[src/design/opd_regs.svh]
`ifndef OPD_REGS_SVH
`define OPD_REGS_SVH

// ----------------------------------------
// Opcode values and masks
// ----------------------------------------
`define MASK_W 8'hfe
`define MASK_DW 8'hfc
`define MASK_S 8'hfd
`define OPC_GRP3 8'hf6
`define OPC_GRP1 8'h80
`define OPC_SMUL_IMM 8'h69
`define OPC_AAM 8'hd4
`define OPC_AAD 8'hd5
`define ADJ_BASE 8'h0a
`define OPC_CBW 8'h98
`define OPC_CWD 8'h99
`define OPC_SH1 8'hd0
`define OPC_SHCL 8'hd2
`define OPC_SHIMM 8'hc0
`define OPC_AND_RM 8'h20
`define OPC_AND_ACC 8'h24
`define OPC_TEST_RM 8'h84
`define OPC_TEST_ACC 8'ha8
`define OPC_OR_RM 8'h08
`define OPC_OR_ACC 8'h0c

// ----------------------------------------
// Second-byte fields
// ----------------------------------------
`define REG_TEST 3'h0
`define REG_OR 3'h1
`define REG_AND 3'h4
`define REG_SMUL 3'h5
`define REG_UDIV 3'h6
`define REG_SDIV 3'h7
`define SH_UNDEF 3'h6
`define MOD_REG 2'h3
`define MOD_D8 2'h1
`define MOD_D16 2'h2
`define MOD_IND 2'h0
`define RM_DIRECT 3'h6

// ----------------------------------------
// Clock counts
// ----------------------------------------
`define SMUL_RB_LO 9'd25
`define SMUL_RB_HI 9'd28
`define SMUL_RW_LO 9'd34
`define SMUL_RW_HI 9'd37
`define SMUL_MB_LO 9'd31
`define SMUL_MB_LO_N 9'd32
`define SMUL_MB_HI 9'd34
`define SMUL_MW_LO 9'd40
`define SMUL_MW_HI 9'd43
`define SMULI_R_LO 9'd22
`define SMULI_R_HI 9'd25
`define SMULI_M_LO 9'd29
`define SMULI_M_HI 9'd32
`define UDIV_RB 9'd29
`define UDIV_RW 9'd38
`define UDIV_MB 9'd35
`define UDIV_MW 9'd44
`define SDIV_RB_LO 9'd44
`define SDIV_RW_LO 9'd53
`define SDIV_MB_LO 9'd50
`define SDIV_MW_LO 9'd59
`define SDIV_SPAN 9'd8
`define AAM_CYC 9'd19
`define AAD_CYC 9'd15
`define CBW_CYC 9'd2
`define CWD_CYC 9'd4
`define SH1_R 9'd2
`define SH1_M 9'd15
`define SHN_R 9'd5
`define SHN_M 9'd17
`define LOG_R 9'd3
`define LOG_M 9'd10
`define LIMM_R 9'd4
`define LIMM_M 9'd16
`define TIMM_M 9'd10
`define ACC_B 9'd3
`define ACC_W 9'd4
`define NARROW_ADD 9'd4

`endif

[src/design/opd_pkg.sv]
package opd_pkg;
    typedef enum logic [1:0] {
        st_opcode = 2'b00, st_modrm = 2'b01, st_tail = 2'b10, st_exec = 2'b11
    } state_t;
    typedef enum logic [4:0] {
        op_none = 5'b00000, op_smul = 5'b00001, op_smul_imm = 5'b00010,
        op_udiv = 5'b00011, op_sdiv = 5'b00100, op_aam = 5'b00101,
        op_aad = 5'b00110, op_cbw = 5'b00111, op_cwd = 5'b01000,
        op_sh1 = 5'b01001, op_sh_cnt = 5'b01010, op_sh_imm = 5'b01011,
        op_and_rm = 5'b01100, op_and_imm = 5'b01101, op_and_acc = 5'b01110,
        op_test_rm = 5'b01111, op_test_imm = 5'b10000, op_test_acc = 5'b10001,
        op_or_rm = 5'b10010, op_or_imm = 5'b10011, op_or_acc = 5'b10100,
        op_invalid = 5'b10101
    } op_class_t;
    typedef enum logic [2:0] {
        rotate_left = 3'b000, rotate_right = 3'b001,
        rotate_left_through_carry = 3'b010, rotate_right_through_carry = 3'b011,
        shift_left = 3'b100, logical_shift_right = 3'b101,
        shift_reserved = 3'b110, arithmetic_shift_right = 3'b111
    } shift_op_t;
endpackage

[src/design/mul_div_logic_op_decoder.sv]
`timescale 1ns/100ps
`default_nettype none
`include "opd_regs.svh"
module mul_div_logic_op_decoder #(
    parameter bit NARROW_BUS = 1'b0
) (
    input wire logic sys_clk,
    input wire logic rst_b,
    input wire logic in_valid,
    input wire logic [7:0] in_byte,
    input wire logic [7:0] count_register_low,
    output logic in_ready,
    output opd_pkg::op_class_t op_class,
    output opd_pkg::shift_op_t shift_op_select_field,
    output logic op_word,
    output logic op_mem,
    output logic [8:0] cyc_min,
    output logic [8:0] cyc_max,
    output logic decode_valid,
    output logic busy,
    output logic done,
    output logic invalid
);

    // ----------------------------------------
    // Class decode
    // ----------------------------------------
    // Shared by the opcode and second-byte stages; groups need the reg field
    function automatic opd_pkg::op_class_t classify(input logic [7:0] opc, input logic [2:0] r);
        classify = opd_pkg::op_invalid;
        if ((opc & `MASK_W) == `OPC_GRP3) begin
            if (r == `REG_SMUL) classify = opd_pkg::op_smul;
            else if (r == `REG_UDIV) classify = opd_pkg::op_udiv;
            else if (r == `REG_SDIV) classify = opd_pkg::op_sdiv;
            else if (r == `REG_TEST) classify = opd_pkg::op_test_imm;
        end else if ((opc & `MASK_S) == `OPC_SMUL_IMM) begin
            classify = opd_pkg::op_smul_imm;
        end else if (opc == `OPC_AAM) begin
            classify = opd_pkg::op_aam;
        end else if (opc == `OPC_AAD) begin
            classify = opd_pkg::op_aad;
        end else if (opc == `OPC_CBW) begin
            classify = opd_pkg::op_cbw;
        end else if (opc == `OPC_CWD) begin
            classify = opd_pkg::op_cwd;
        end else if (r != `SH_UNDEF && (opc & `MASK_W) == `OPC_SH1) begin
            classify = opd_pkg::op_sh1;
        end else if (r != `SH_UNDEF && (opc & `MASK_W) == `OPC_SHCL) begin
            classify = opd_pkg::op_sh_cnt;
        end else if (r != `SH_UNDEF && (opc & `MASK_W) == `OPC_SHIMM) begin
            classify = opd_pkg::op_sh_imm;
        end else if ((opc & `MASK_DW) == `OPC_AND_RM) begin
            classify = opd_pkg::op_and_rm;
        end else if ((opc & `MASK_W) == `OPC_AND_ACC) begin
            classify = opd_pkg::op_and_acc;
        end else if ((opc & `MASK_W) == `OPC_GRP1) begin
            if (r == `REG_AND) classify = opd_pkg::op_and_imm;
            else if (r == `REG_OR) classify = opd_pkg::op_or_imm;
        end else if ((opc & `MASK_W) == `OPC_TEST_RM) begin
            classify = opd_pkg::op_test_rm;
        end else if ((opc & `MASK_W) == `OPC_TEST_ACC) begin
            classify = opd_pkg::op_test_acc;
        end else if ((opc & `MASK_DW) == `OPC_OR_RM) begin
            classify = opd_pkg::op_or_rm;
        end else if ((opc & `MASK_W) == `OPC_OR_ACC) begin
            classify = opd_pkg::op_or_acc;
        end
    endfunction

    // ----------------------------------------
    // Clock counts, packed as {least, most}
    // ----------------------------------------
    function automatic logic [17:0] cycles(input opd_pkg::op_class_t c, input logic m,
                                           input logic w, input logic [7:0] n);
        logic [8:0] lo;
        logic [8:0] hi;
        logic star;
        lo = 9'd0;
        hi = 9'd0;
        star = 1'b0;
        case (c)
            opd_pkg::op_smul: begin
                star = 1'b1;
                lo = w ? (m ? `SMUL_MW_LO : `SMUL_RW_LO) : `SMUL_RB_LO;
                hi = w ? (m ? `SMUL_MW_HI : `SMUL_RW_HI) : `SMUL_RB_HI;
                if (m && !w) begin
                    lo = NARROW_BUS ? `SMUL_MB_LO_N : `SMUL_MB_LO;
                    hi = `SMUL_MB_HI;
                end
            end
            opd_pkg::op_smul_imm: begin
                lo = m ? `SMULI_M_LO : `SMULI_R_LO;
                hi = m ? `SMULI_M_HI : `SMULI_R_HI;
            end
            opd_pkg::op_udiv: begin
                star = 1'b1;
                lo = m ? (w ? `UDIV_MW : `UDIV_MB) : (w ? `UDIV_RW : `UDIV_RB);
                hi = lo;
            end
            opd_pkg::op_sdiv: begin
                star = 1'b1;
                lo = m ? (w ? `SDIV_MW_LO : `SDIV_MB_LO) : (w ? `SDIV_RW_LO : `SDIV_RB_LO);
                hi = lo + `SDIV_SPAN;
            end
            opd_pkg::op_aam: begin
                lo = `AAM_CYC;
                hi = lo;
            end
            opd_pkg::op_aad: begin
                lo = `AAD_CYC;
                hi = lo;
            end
            opd_pkg::op_cbw: begin
                lo = `CBW_CYC;
                hi = lo;
            end
            opd_pkg::op_cwd: begin
                lo = `CWD_CYC;
                hi = lo;
            end
            opd_pkg::op_sh1: begin
                lo = m ? `SH1_M : `SH1_R;
                hi = lo;
            end
            opd_pkg::op_sh_cnt, opd_pkg::op_sh_imm: begin
                lo = (m ? `SHN_M : `SHN_R) + {1'b0, n};
                hi = lo;
            end
            opd_pkg::op_and_rm, opd_pkg::op_or_rm, opd_pkg::op_test_rm: begin
                star = 1'b1;
                lo = m ? `LOG_M : `LOG_R;
                hi = lo;
            end
            opd_pkg::op_and_imm, opd_pkg::op_or_imm: begin
                star = 1'b1;
                lo = m ? `LIMM_M : `LIMM_R;
                hi = lo;
            end
            opd_pkg::op_test_imm: begin
                star = 1'b1;
                lo = m ? `TIMM_M : `LIMM_R;
                hi = lo;
            end
            opd_pkg::op_and_acc, opd_pkg::op_or_acc, opd_pkg::op_test_acc: begin
                lo = w ? `ACC_W : `ACC_B;
                hi = lo;
            end
            default: begin
                lo = 9'd0;
                hi = 9'd0;
            end
        endcase
        // Narrow bus moves a word operand as two byte transfers
        if (star && NARROW_BUS && m && w) begin
            lo = lo + `NARROW_ADD;
            hi = hi + `NARROW_ADD;
        end
        cycles = {lo, hi};
    endfunction

    // ----------------------------------------
    // State
    // ----------------------------------------
    opd_pkg::state_t state_q, state_d;
    opd_pkg::op_class_t cls_q;
    opd_pkg::shift_op_t sh_q;
    logic [7:0] opc_q, n_q;
    logic [2:0] left_q;
    logic [8:0] lo_q, hi_q, cnt_q;
    logic word_q, mem_q, ready_q, dv_q, busy_q, done_q, inv_q;

    // ----------------------------------------
    // Byte decode
    // ----------------------------------------
    // Stage-independent views so that the entry count sees the final byte
    wire logic take = in_valid && ready_q;
    wire logic [1:0] md = in_byte[7:6];
    wire logic [2:0] rg = in_byte[5:3];
    wire logic [2:0] rm = in_byte[2:0];
    wire opd_pkg::op_class_t cls0 = classify(in_byte, 3'h0);
    wire opd_pkg::op_class_t cls_m = classify(opc_q, rg);
    wire logic need_modrm = cls0 == opd_pkg::op_invalid || cls0 == opd_pkg::op_smul_imm
        || (cls0 >= opd_pkg::op_sh1 && cls0 <= opd_pkg::op_and_rm)
        || cls0 == opd_pkg::op_test_rm || cls0 == opd_pkg::op_test_imm || cls0 == opd_pkg::op_or_rm;
    wire logic grp_opc = (in_byte & `MASK_W) == `OPC_GRP1;
    wire logic bad0 = cls0 == opd_pkg::op_invalid && !grp_opc;
    wire logic acc0 = cls0 == opd_pkg::op_and_acc || cls0 == opd_pkg::op_or_acc
        || cls0 == opd_pkg::op_test_acc;
    wire logic adj0 = cls0 == opd_pkg::op_aam || cls0 == opd_pkg::op_aad;
    // Bytes after the opcode when there is no mode byte
    wire logic [2:0] tail0 = adj0 ? 3'd1 : (acc0 ? (in_byte[0] ? 3'd2 : 3'd1) : 3'd0);
    wire logic word0 = cls0 == opd_pkg::op_smul_imm || cls0 == opd_pkg::op_cwd
        || (!adj0 && cls0 != opd_pkg::op_cbw && in_byte[0]);
    wire logic [2:0] disp = (md == `MOD_D8) ? 3'd1 :
        (md == `MOD_D16 || (md == `MOD_IND && rm == `RM_DIRECT)) ? 3'd2 : 3'd0;
    // Immediate length follows the w or s bit of the opcode, except the shift count, which is always one byte
    wire logic [2:0] imm = (cls_m == opd_pkg::op_smul_imm) ? (opc_q[1] ? 3'd1 : 3'd2) :
        (cls_m == opd_pkg::op_sh_imm) ? 3'd1 :
        (cls_m == opd_pkg::op_test_imm || cls_m == opd_pkg::op_and_imm
         || cls_m == opd_pkg::op_or_imm) ? (opc_q[0] ? 3'd2 : 3'd1) : 3'd0;
    wire logic [2:0] tail_m = disp + imm;
    wire logic adj_bad = (cls_q == opd_pkg::op_aam || cls_q == opd_pkg::op_aad)
        && in_byte != `ADJ_BASE;
    wire opd_pkg::op_class_t cls_c = (state_q == opd_pkg::st_opcode) ? cls0 :
        (state_q == opd_pkg::st_modrm) ? cls_m : cls_q;
    wire logic mem_c = (state_q == opd_pkg::st_modrm) ? (md != `MOD_REG) : mem_q;
    wire logic word_c = (state_q == opd_pkg::st_opcode) ? word0 : word_q;
    wire logic [7:0] n_c = (state_q == opd_pkg::st_modrm) ? count_register_low :
        (state_q == opd_pkg::st_tail && cls_q == opd_pkg::op_sh_imm) ? in_byte : n_q;
    wire logic [17:0] cyc_c = cycles(cls_c, mem_c, word_c, n_c);
    wire logic go_bad = take && ((state_q == opd_pkg::st_opcode && bad0)
        || (state_q == opd_pkg::st_modrm && cls_m == opd_pkg::op_invalid)
        || (state_q == opd_pkg::st_tail && left_q == 3'd1 && adj_bad));
    wire logic go_exec = state_d == opd_pkg::st_exec && state_q != opd_pkg::st_exec;

    // ----------------------------------------
    // Sequencer
    // ----------------------------------------
    // Single-byte forms run straight from the opcode byte
    always_comb begin
        state_d = state_q;
        unique case (state_q)
            opd_pkg::st_opcode: begin
                if (take && !bad0) begin
                    state_d = need_modrm ? opd_pkg::st_modrm :
                        (tail0 != 3'd0) ? opd_pkg::st_tail : opd_pkg::st_exec;
                end
            end
            opd_pkg::st_modrm: begin
                if (take) begin
                    state_d = (cls_m == opd_pkg::op_invalid) ? opd_pkg::st_opcode :
                        (tail_m != 3'd0) ? opd_pkg::st_tail : opd_pkg::st_exec;
                end
            end
            opd_pkg::st_tail: begin
                if (take && left_q == 3'd1) begin
                    state_d = adj_bad ? opd_pkg::st_opcode : opd_pkg::st_exec;
                end
            end
            opd_pkg::st_exec: begin
                if (cnt_q == 9'd1) begin
                    state_d = opd_pkg::st_opcode;
                end
            end
        endcase
    end

    // Decode context captured byte by byte
    always_ff @(posedge sys_clk) begin
        if (!rst_b) begin
            opc_q <= 8'h00;
            cls_q <= opd_pkg::op_none;
            sh_q <= opd_pkg::rotate_left;
            word_q <= 1'b0;
            mem_q <= 1'b0;
            n_q <= 8'h00;
            left_q <= 3'd0;
        end else if (take) begin
            if (state_q == opd_pkg::st_opcode) begin
                opc_q <= in_byte;
                cls_q <= cls0;
                word_q <= word0;
                mem_q <= 1'b0;
                left_q <= tail0;
            end else if (state_q == opd_pkg::st_modrm) begin
                cls_q <= cls_m;
                sh_q <= opd_pkg::shift_op_t'(rg);
                mem_q <= md != `MOD_REG;
                n_q <= count_register_low;
                left_q <= tail_m;
            end else begin
                n_q <= (cls_q == opd_pkg::op_sh_imm) ? in_byte : n_q;
                left_q <= left_q - 3'd1;
            end
        end
    end

    // Run timer; busy lasts the most clocks of the range
    always_ff @(posedge sys_clk) begin
        if (!rst_b) begin
            state_q <= opd_pkg::st_opcode;
            cnt_q <= 9'd0;
            lo_q <= 9'd0;
            hi_q <= 9'd0;
        end else begin
            state_q <= state_d;
            cnt_q <= go_exec ? cyc_c[8:0] : (cnt_q != 9'd0 ? cnt_q - 9'd1 : 9'd0);
            lo_q <= go_exec ? cyc_c[17:9] : lo_q;
            hi_q <= go_exec ? cyc_c[8:0] : hi_q;
        end
    end

    // Status flops drive every status output directly
    always_ff @(posedge sys_clk) begin
        if (!rst_b) begin
            ready_q <= 1'b0;
            dv_q <= 1'b0;
            busy_q <= 1'b0;
            done_q <= 1'b0;
            inv_q <= 1'b0;
        end else begin
            ready_q <= state_d != opd_pkg::st_exec;
            dv_q <= go_exec;
            busy_q <= state_d == opd_pkg::st_exec;
            done_q <= state_q == opd_pkg::st_exec && cnt_q == 9'd1;
            inv_q <= go_bad;
        end
    end

    assign in_ready = ready_q;
    assign op_class = cls_q;
    assign shift_op_select_field = sh_q;
    assign op_word = word_q;
    assign op_mem = mem_q;
    assign cyc_min = lo_q;
    assign cyc_max = hi_q;
    assign decode_valid = dv_q;
    assign busy = busy_q;
    assign done = done_q;
    assign invalid = inv_q;

    // ----------------------------------------
    // Checks
    // ----------------------------------------
    smul_reg_a: assert property (@(posedge sys_clk) disable iff (!rst_b)
        decode_valid && op_class == opd_pkg::op_smul && !op_mem && !op_word |-> cyc_min == 9'd25 && cyc_max == 9'd28)
        else $error("signed multiply register byte range wrong");
    udiv_word_a: assert property (@(posedge sys_clk) disable iff (!rst_b)
        decode_valid && op_class == opd_pkg::op_udiv && !op_mem && op_word |-> ##38 done)
        else $error("unsigned divide word did not end at 38");
    sdiv_span_a: assert property (@(posedge sys_clk) disable iff (!rst_b)
        decode_valid && op_class == opd_pkg::op_sdiv |-> cyc_max == cyc_min + 9'd8)
        else $error("signed divide range not eight wide");
    adj_mul_a: assert property (@(posedge sys_clk) disable iff (!rst_b)
        decode_valid && op_class == opd_pkg::op_aam |-> busy ##18 busy ##1 done)
        else $error("adjust after multiply not 19 clocks");
    adj_div_a: assert property (@(posedge sys_clk) disable iff (!rst_b)
        decode_valid && op_class == opd_pkg::op_aad |-> ##15 done)
        else $error("adjust before divide not 15 clocks");
    byte_ext_a: assert property (@(posedge sys_clk) disable iff (!rst_b)
        decode_valid && op_class == opd_pkg::op_cbw |-> busy[*2] ##1 (done && !busy))
        else $error("byte extend not 2 clocks");
    word_ext_a: assert property (@(posedge sys_clk) disable iff (!rst_b)
        decode_valid && op_class == opd_pkg::op_cwd |-> !in_ready[*4] ##1 in_ready)
        else $error("word extend not 4 clocks");
    shift_undef_a: assert property (@(posedge sys_clk) disable iff (!rst_b)
        decode_valid && op_class >= opd_pkg::op_sh1 && op_class <= opd_pkg::op_sh_imm
        |-> shift_op_select_field != opd_pkg::shift_reserved)
        else $error("undefined shift field decoded");
    acc_test_a: assert property (@(posedge sys_clk) disable iff (!rst_b)
        decode_valid && op_class == opd_pkg::op_test_acc |-> cyc_max == (op_word ? 9'd4 : 9'd3))
        else $error("accumulator test count wrong");

endmodule
`default_nettype wire

[config.mk]
export PLATFORM = sky130hd
export DESIGN_NAME = mul_div_logic_op_decoder
export DESIGN_NICKNAME = d
export VERILOG_FILES = /design/src/design/opd_pkg.sv /design/src/design/mul_div_logic_op_decoder.sv
export VERILOG_INCLUDE_DIRS = /design/src /design/src/design
export SDC_FILE = /design/constraint.sdc
export NUM_CORES = 1
export LEC_CHECK = 0
export BUFFER_PORTS_ARGS = -buffer_cell sky130_fd_sc_hd__clkbuf_2
export CORE_AREA = 2 2 98 100
export CTS_BUF_LIST = sky130_fd_sc_hd__clkbuf_4 sky130_fd_sc_hd__clkbuf_8 sky130_fd_sc_hd__clkbuf_16
export DETAILED_ROUTE_END_ITERATION = 12
export DIE_AREA = 0 0 100 102
export HOLD_SLACK_MARGIN = 0.1
export PLACE_DENSITY = 0.84
export SKIP_LAST_GASP = 1
export SLEW_MARGIN = 15
export SYNTH_ARGS = -nofsm -noshare
export SYNTH_HDL_FRONTEND = slang
export SYNTH_SLANG_ARGS = --single-unit
[constraint.sdc]
create_clock -name sys_clk -period 4.95 [get_ports sys_clk]
set_input_delay 0.2475 -clock sys_clk [delete_from_list [all_inputs] [get_ports sys_clk]]
set_output_delay 0.2475 -clock sys_clk [all_outputs]
set_load 0.01 [all_outputs]
==> impl_metrics.env, run 1 <==
export IMPL_holdWs_ns=0.176
export IMPL_worstSetupStartpointType="register"
export IMPL_critPathTopFamily="compound AO/OA/AOI/OAI gates"
export IMPL_hold_viol=0
export IMPL_die_y_um=102
export IMPL_initial_core_util_pct=54.3
export IMPL_core_area_um2=9110
export IMPL_total_power_uw=1510
export IMPL_synth_cells=668
export IMPL_clock_fmax_ghz=0.217
export IMPL_avgSynthCellArea_um2=7.41
export IMPL_root_buffer="clkbuf_8"
export IMPL_synth_area_leader_cell="dfxtp_1"
export IMPL_worst_ep_required_time_ns=5.21
export IMPL_grt_ovfl_total=0
export IMPL_drtIter0Drc=458
export IMPL_yosysSeqAreaShare_pct=24.7
export IMPL_outcome="finished clean"
export IMPL_ioPinCount=52
export IMPL_grt_start_max_net_pins=46
export IMPL_area_growth_synth_to_final_pct=8.47
export IMPL_skew_ns=0.0159
export IMPL_min_to="n_q[7]"
export IMPL_worstMarginPinSlew_ns=0.922
export IMPL_synth_commonest_cells="101 x nand2_1, 75 x nor2_1, 61 x dfxtp_1"
export IMPL_synthFlopType="dfxtp_1"
export IMPL_hold_buffers=0
export IMPL_port_buffers=51
export IMPL_fin_crit_sh_pct=93.2
export IMPL_vdd_drop_max_mv=0.154
export IMPL_synth_async_reset_ratio_pct=0
export IMPL_cpPeakStageDelay_ns=0.51
export IMPL_path_cells="and3b_4 -> nand3_1 -> nand3_1 -> a221oi_4 -> nor2_1 -> xor2_1 -> o32a_1 -> o21ai_0 -> ha_1 -> inv_1 -> fa_1 -> nand3_1 -> nor2_1 -> o21ai_1 -> a32oi_2 -> nand2_1 -> nor3_2 -> o31ai_1 -> o21ai_1"
export IMPL_antenna_found_initial=0
export IMPL_final_nets=724
export IMPL_rr_endpoint="cnt_q[5]"
export IMPL_grt_pass1_wl_um=23800
export IMPL_clk_pin_slew_ns=0.08
export IMPL_end_kind="register"
export IMPL_n_antenna_cell=0
export IMPL_hp_start="count_register_low[7]"
export IMPL_drv_cap=0
export IMPL_dr_total_vias=5307
export IMPL_synth_edf_count=0
export IMPL_cts_tree="yes"
export IMPL_reg2reg_setup_slack_ns=0.34
export IMPL_layout_drive_gt1_share_pct=17.0
export IMPL_gp_congestion=0.949
export IMPL_dr_pass1_iters=5
export IMPL_cp_num_buf_inv=1
export IMPL_cp_max_fo=10
export IMPL_die_w_um=100
export IMPL_ctsResizeCount=0
export IMPL_slew_violations=0
export IMPL_grt_pass1_vias=4887
export IMPL_period_minus_slack_ns=4.61
export IMPL_die_area_um2=10200
export IMPL_viasPerCell=6.58
export IMPL_numCtsBuffers=9
export IMPL_post_dp_cell_area_um2=5140
export IMPL_post_cts_buffers=0
export IMPL_ys_warn_count=0
export IMPL_holdCritPathClass="input port to register"
export IMPL_postRouteAntennaNets=0
export IMPL_clk_path_buf_depth=2
export IMPL_cp_data_arrival_time_ns=4.87
export IMPL_clock_latency_ns=0.34
export IMPL_holdPathStages=3
export IMPL_final_util_pct=58.9
export IMPL_drt_wl_total_um=14800
export IMPL_design_area_um2=5370
export IMPL_wl_per_cell_um=18.4
export IMPL_cp_common_cell="nand3_1"
export IMPL_ys_types=96
export IMPL_yosysMostFrequentCell="nand2_1"
export IMPL_yosys_register_bits=61
export IMPL_post_dp_hpwl_um=10700
export IMPL_syn_num_nets=702
export IMPL_power_density_nw_per_um2=282
export IMPL_netlist_top_cells_area="dfxtp_1 25%, nand2_1 7.7%, nor2_1 5.7%, a21oi_1 4.4%, ha_1 3.5%"
export IMPL_finalSetupViolations=0
export IMPL_grtUsageTotal_pct=28.7
export IMPL_numClockSinks=61
export IMPL_slowest_stage="dfxtp_1"
export IMPL_mappedNetlistArea_um2=4950
export IMPL_r2r_cells=19
export IMPL_synth_top_cell_area_share_pct=24.7
export IMPL_max_slew_margin_pct=38.3
export IMPL_leakage_uw=0.00208
export IMPL_drc_errors=0
export IMPL_path_class="register to register"
export IMPL_rows=35
export IMPL_cts_max_level=3
export IMPL_r2r_start="opc_q[3]"
[layout by cell type (no fill, tap or decap), drive strengths merged, types with 5 or more instances in the layout]
| cell | n |
|---|---|
| inv | 15 |
| a21oi | 43 |
| nand2 | 103 |
| o22ai | 10 |
| mux2i | 5 |
| buf | 9 |
| and2 | 6 |
| a211oi | 5 |
| a211o | 8 |
| nor4 | 7 |
| and3 | 5 |
| nor3 | 34 |
| o211ai | 8 |
| nand2b | 8 |
| nand4 | 11 |
| xor2 | 8 |
| a31oi | 7 |
| nand3 | 24 |
| dfxtp | 61 |
| clkbuf | 63 |
| nand3b | 6 |
| o31ai | 9 |
| ha | 14 |
| nor2 | 77 |
| nor2b | 8 |
| or3 | 5 |
| o21ai | 41 |
| a311oi | 9 |
| xnor2 | 8 |
[per-layer routing]
layer / track usage, % / vias to the layer above / wire (µm)
li1: - / 2490 / -
met1: 36.1 / 2481 / 6040
met2: 49.3 / 286 / 7090
met3: 4.65 / 50 / 1200
met4: 11.3 / 0 / 484
met5: 0 / - / 0
[area by class of cell]
| cell class | instances | area, µm² |
|---|---|---|
| fillers | 862 | 3740 |
| inverters | 17 | 63.8 |
| repair buffers | 60 | 323 |
| flip-flops and latches | 61 | 1220 |
| well taps | 111 | 139 |
| clock buffers | 12 | 153 |
| multi-input cells | 541 | 3420 |
| clock inverters | 4 | 47.5 |
[power by group]
group | switching, µW | internal (µW)
clock | 208 | 256
combinational | 300 | 177
sequential | 45.4 | 526
[cells by family after synthesis]
kind of cell	synth area share, %
buffers and inverters	6.63
AOI/OAI and AO/OA	28.5
and+or+nand+nor	32.4
xor gates and xnor gates	2.83
adders and majority gates	3.95
muxes	1.01
DFF	24.7
[per-stage QoR]
stage          TNS (ns)  setup slack [ns]  cells
2_1_floorplan         0              1.04    668
3_3_place_gp          0             0.504    790
3_5_place_dp          0             0.284    790
4_1_cts               0             0.250    806
5_1_grt        -0.00853          -0.00853    806
6_report              0             0.337    806
[worst reg2reg max path, delay by kind of cell, from the launching register on]
family | cells | cell delay [ns]
compound gates | 7 | 1.59
xor+xnor | 1 | 0.18
fa+ha+maj | 2 | 0.68
buf+inv | 1 | 0.04
flops | 1 | 0.51
simple gates | 8 | 1.53
[registers in the layout, indices dropped and copies added (netlist names), 2 cells and up]
signal	count
cnt_q	9
cyc_min	9
n_q	8
opc_q	8
cyc_max	7
op_class	5
left_q	3
shift_op_select_field	3
state_q	2
[worst max path at each step]
stage	cells past startpoint	end	from	slack, ns
detailed placement	19	cnt_q[3]	opc_q[5]	0.28
global placement	19	cnt_q[3]	opc_q[5]	0.50
floorplan	20	cyc_min[3]	opc_q[4]	1.04
global route	20	cyc_min[2]	opc_q[3]	-0.009
CTS	19	cnt_q[3]	opc_q[5]	0.25
finish	19	cnt_q[5]	opc_q[3]	0.34
(Power assumes the default switching activity.)
==> run 2: changes to the inputs <==
- BUFFER_PORTS_ARGS: -buffer_cell sky130_fd_sc_hd__clkbuf_2 -> -buffer_cell sky130_fd_sc_hd__buf_2
==> run 2 against run 1 <==
Compared with the run above: worst setup slack worse by 0.063 ns; critical endpoint is now cnt_q[3]; die area stayed put; count of clock-buffer cells in the layout is 3 lower; global-route usage hardly changed; highest routed layer is now met5; sequential power hardly changed; via count is 0.92% higher; sequential share of layout area is 0.094 points higher; hold slack worse by 0.0059 ns; first-iteration DRC count is 0.87% lower; cell count is 0.12% lower.
==> impl_metrics.env, run 2 (same netlist as run 1, synthesis figures left out) <==
export IMPL_numCtsBuffers=9
export IMPL_area_growth_synth_to_final_pct=7.92
export IMPL_cpPeakStageDelay_ns=0.51
export IMPL_grtUsageTotal_pct=28.7
export IMPL_postRouteAntennaNets=0
export IMPL_wl_per_cell_um=18.1
export IMPL_hold_viol=0
export IMPL_antenna_found_initial=1
export IMPL_max_slew_margin_pct=39.8
export IMPL_die_y_um=102
export IMPL_hold_buffers=0
export IMPL_final_common_cell="nand2_1"
export IMPL_ioPinCount=52
export IMPL_gp_congestion=0.991
export IMPL_rows=35
export IMPL_dr_total_vias=5356
export IMPL_skew_ns=0.0123
export IMPL_n_antenna_cell=0
export IMPL_outcome="finished clean"
export IMPL_worstMarginPinSlew_ns=0.901
export IMPL_cp_data_arrival_time_ns=4.97
export IMPL_drc_errors=0
export IMPL_path_cells="and3b_4 -> nand3_1 -> nand3_1 -> a221oi_2 -> nor2_1 -> xor2_1 -> o32a_1 -> o21ai_0 -> ha_1 -> inv_1 -> fa_1 -> nand3_1 -> nor2_1 -> o21ai_1 -> a32oi_1 -> nand2_1 -> nor3_2 -> o21ai_0 -> o21ai_1"
export IMPL_cp_common_cell="nand3_1"
export IMPL_cts_tree="yes"
export IMPL_numClockSinks=61
export IMPL_holdCritPathClass="input port to register"
export IMPL_clk_pin_slew_ns=0.09
export IMPL_grt_pass1_wl_um=23500
export IMPL_die_w_um=100
export IMPL_worst_ep_required_time_ns=5.24
export IMPL_fill_cells=853
export IMPL_finalSetupViolations=0
export IMPL_layout_drive_gt1_share_pct=16.7
export IMPL_final_util_pct=58.6
export IMPL_fin_crit_sh_pct=94.5
export IMPL_end_kind="register"
export IMPL_port_buffers=51
export IMPL_clk_path_buf_depth=2
export IMPL_leakage_uw=0.00210
export IMPL_vdd_drop_max_mv=0.204
export IMPL_post_dp_hpwl_um=10700
export IMPL_core_area_um2=9110
export IMPL_drtIter0Drc=454
export IMPL_cp_max_fo=10
export IMPL_rsz0062_at_grt="false"
export IMPL_power_density_nw_per_um2=283
export IMPL_drv_cap=0
export IMPL_setup_tns_final_ns=0
export IMPL_grt_pass1_vias=4725
export IMPL_grt_start_max_net_pins=46
export IMPL_dr_pass1_iters=5
export IMPL_final_cell_mix="101 x nand2_1, 75 x nor2_1, 60 x dfxtp_1, 51 x buf_2, 43 x a21oi_1"
export IMPL_slew_violations=0
export IMPL_clock_fmax_ghz=0.214
export IMPL_cts_max_level=3
export IMPL_die_area_um2=10200
export IMPL_drt_wl_total_um=14600
export IMPL_period_minus_slack_ns=4.68
export IMPL_initial_core_util_pct=54.3
export IMPL_clock_latency_ns=0.36
export IMPL_viasPerCell=6.65
export IMPL_grt_ovfl_total=0
export IMPL_final_nets=723
export IMPL_root_buffer="clkbuf_8"
export IMPL_worstSetupStartpointType="register"
export IMPL_slowest_stage="dfxtp_1"
export IMPL_path_class="register to register"
run 2: final timing paths:
| path | slack, ns | to | from | cells after the start |
|---|---|---|---|---|
| max | 0.27 | cnt_q[3] | opc_q[3] | 19 |
| min | 0.17 | n_q[0] | count_register_low[0] | 3 |
| max reg2reg | 0.27 | cnt_q[3] | opc_q[3] | 19 |
| min reg2reg | 0.44 | cyc_max[0] | cyc_max[0] | 2 |
run 2: worst max-delay path, delay by kind of cell (launching register included):
family | cells | cell delay (ns)
AOI/OAI and AO/OA | 7 | 1.62
xor gates and xnor gates | 1 | 0.18
adders and majority gates | 2 | 0.67
buffers and inverters | 1 | 0.04
DFF | 1 | 0.51
and+or+nand+nor | 8 | 1.57
run 2: metrics by stage:
step                      area, µm²  hold slack, ns  cells  setup WS, ns  power (µW)
after detailed placement       5140           0.433    789         0.261        1040
after global routing           5340           0.175    805       0.00733        1590
after CTS                      5340           0.156    805         0.261        1510
final                          5340           0.171    805         0.273        1510
after floorplan                4950           0.365    668          1.04         938
after global placement         5140           0.428    789         0.362        1020
run 2: layout make-up:
type	instances	area, µm²	area share, %
multi-input cells	541	3400	63.7
flip-flops and latches	61	1220	22.9
repair buffers	59	315	5.91
well taps	111	139	2.60
clock buffers	9	124	2.32
clock inverters	7	75.1	1.41
inverters	17	63.8	1.20
run 2: report_power, final:
part	internal, µW	switching, µW	leakage [µW]
Combinational	176	296	0.00150
Sequential	526	44.0	0.000496
Clock	235	236	0.000104
Total	937	576	0.00210
run 2: timing repair:
| action | CTS | global route |
|---|---|---|
| gates resized for setup | 0 | 2 |
| setup buffers | 0 | 0 |
| hold endpoints to repair | 0 | 0 |
| setup endpoints to repair | 0 | 15 |
run 2: per-layer routing:
metal / global-route usage [%] / up-vias / wire, µm
met5: 0 / - / 13
met2: 48.3 / 334 / 7030
li1: - / 2489 / -
met1: 36.7 / 2476 / 5780
met3: 4.58 / 55 / 1300
met4: 12.2 / 2 / 470
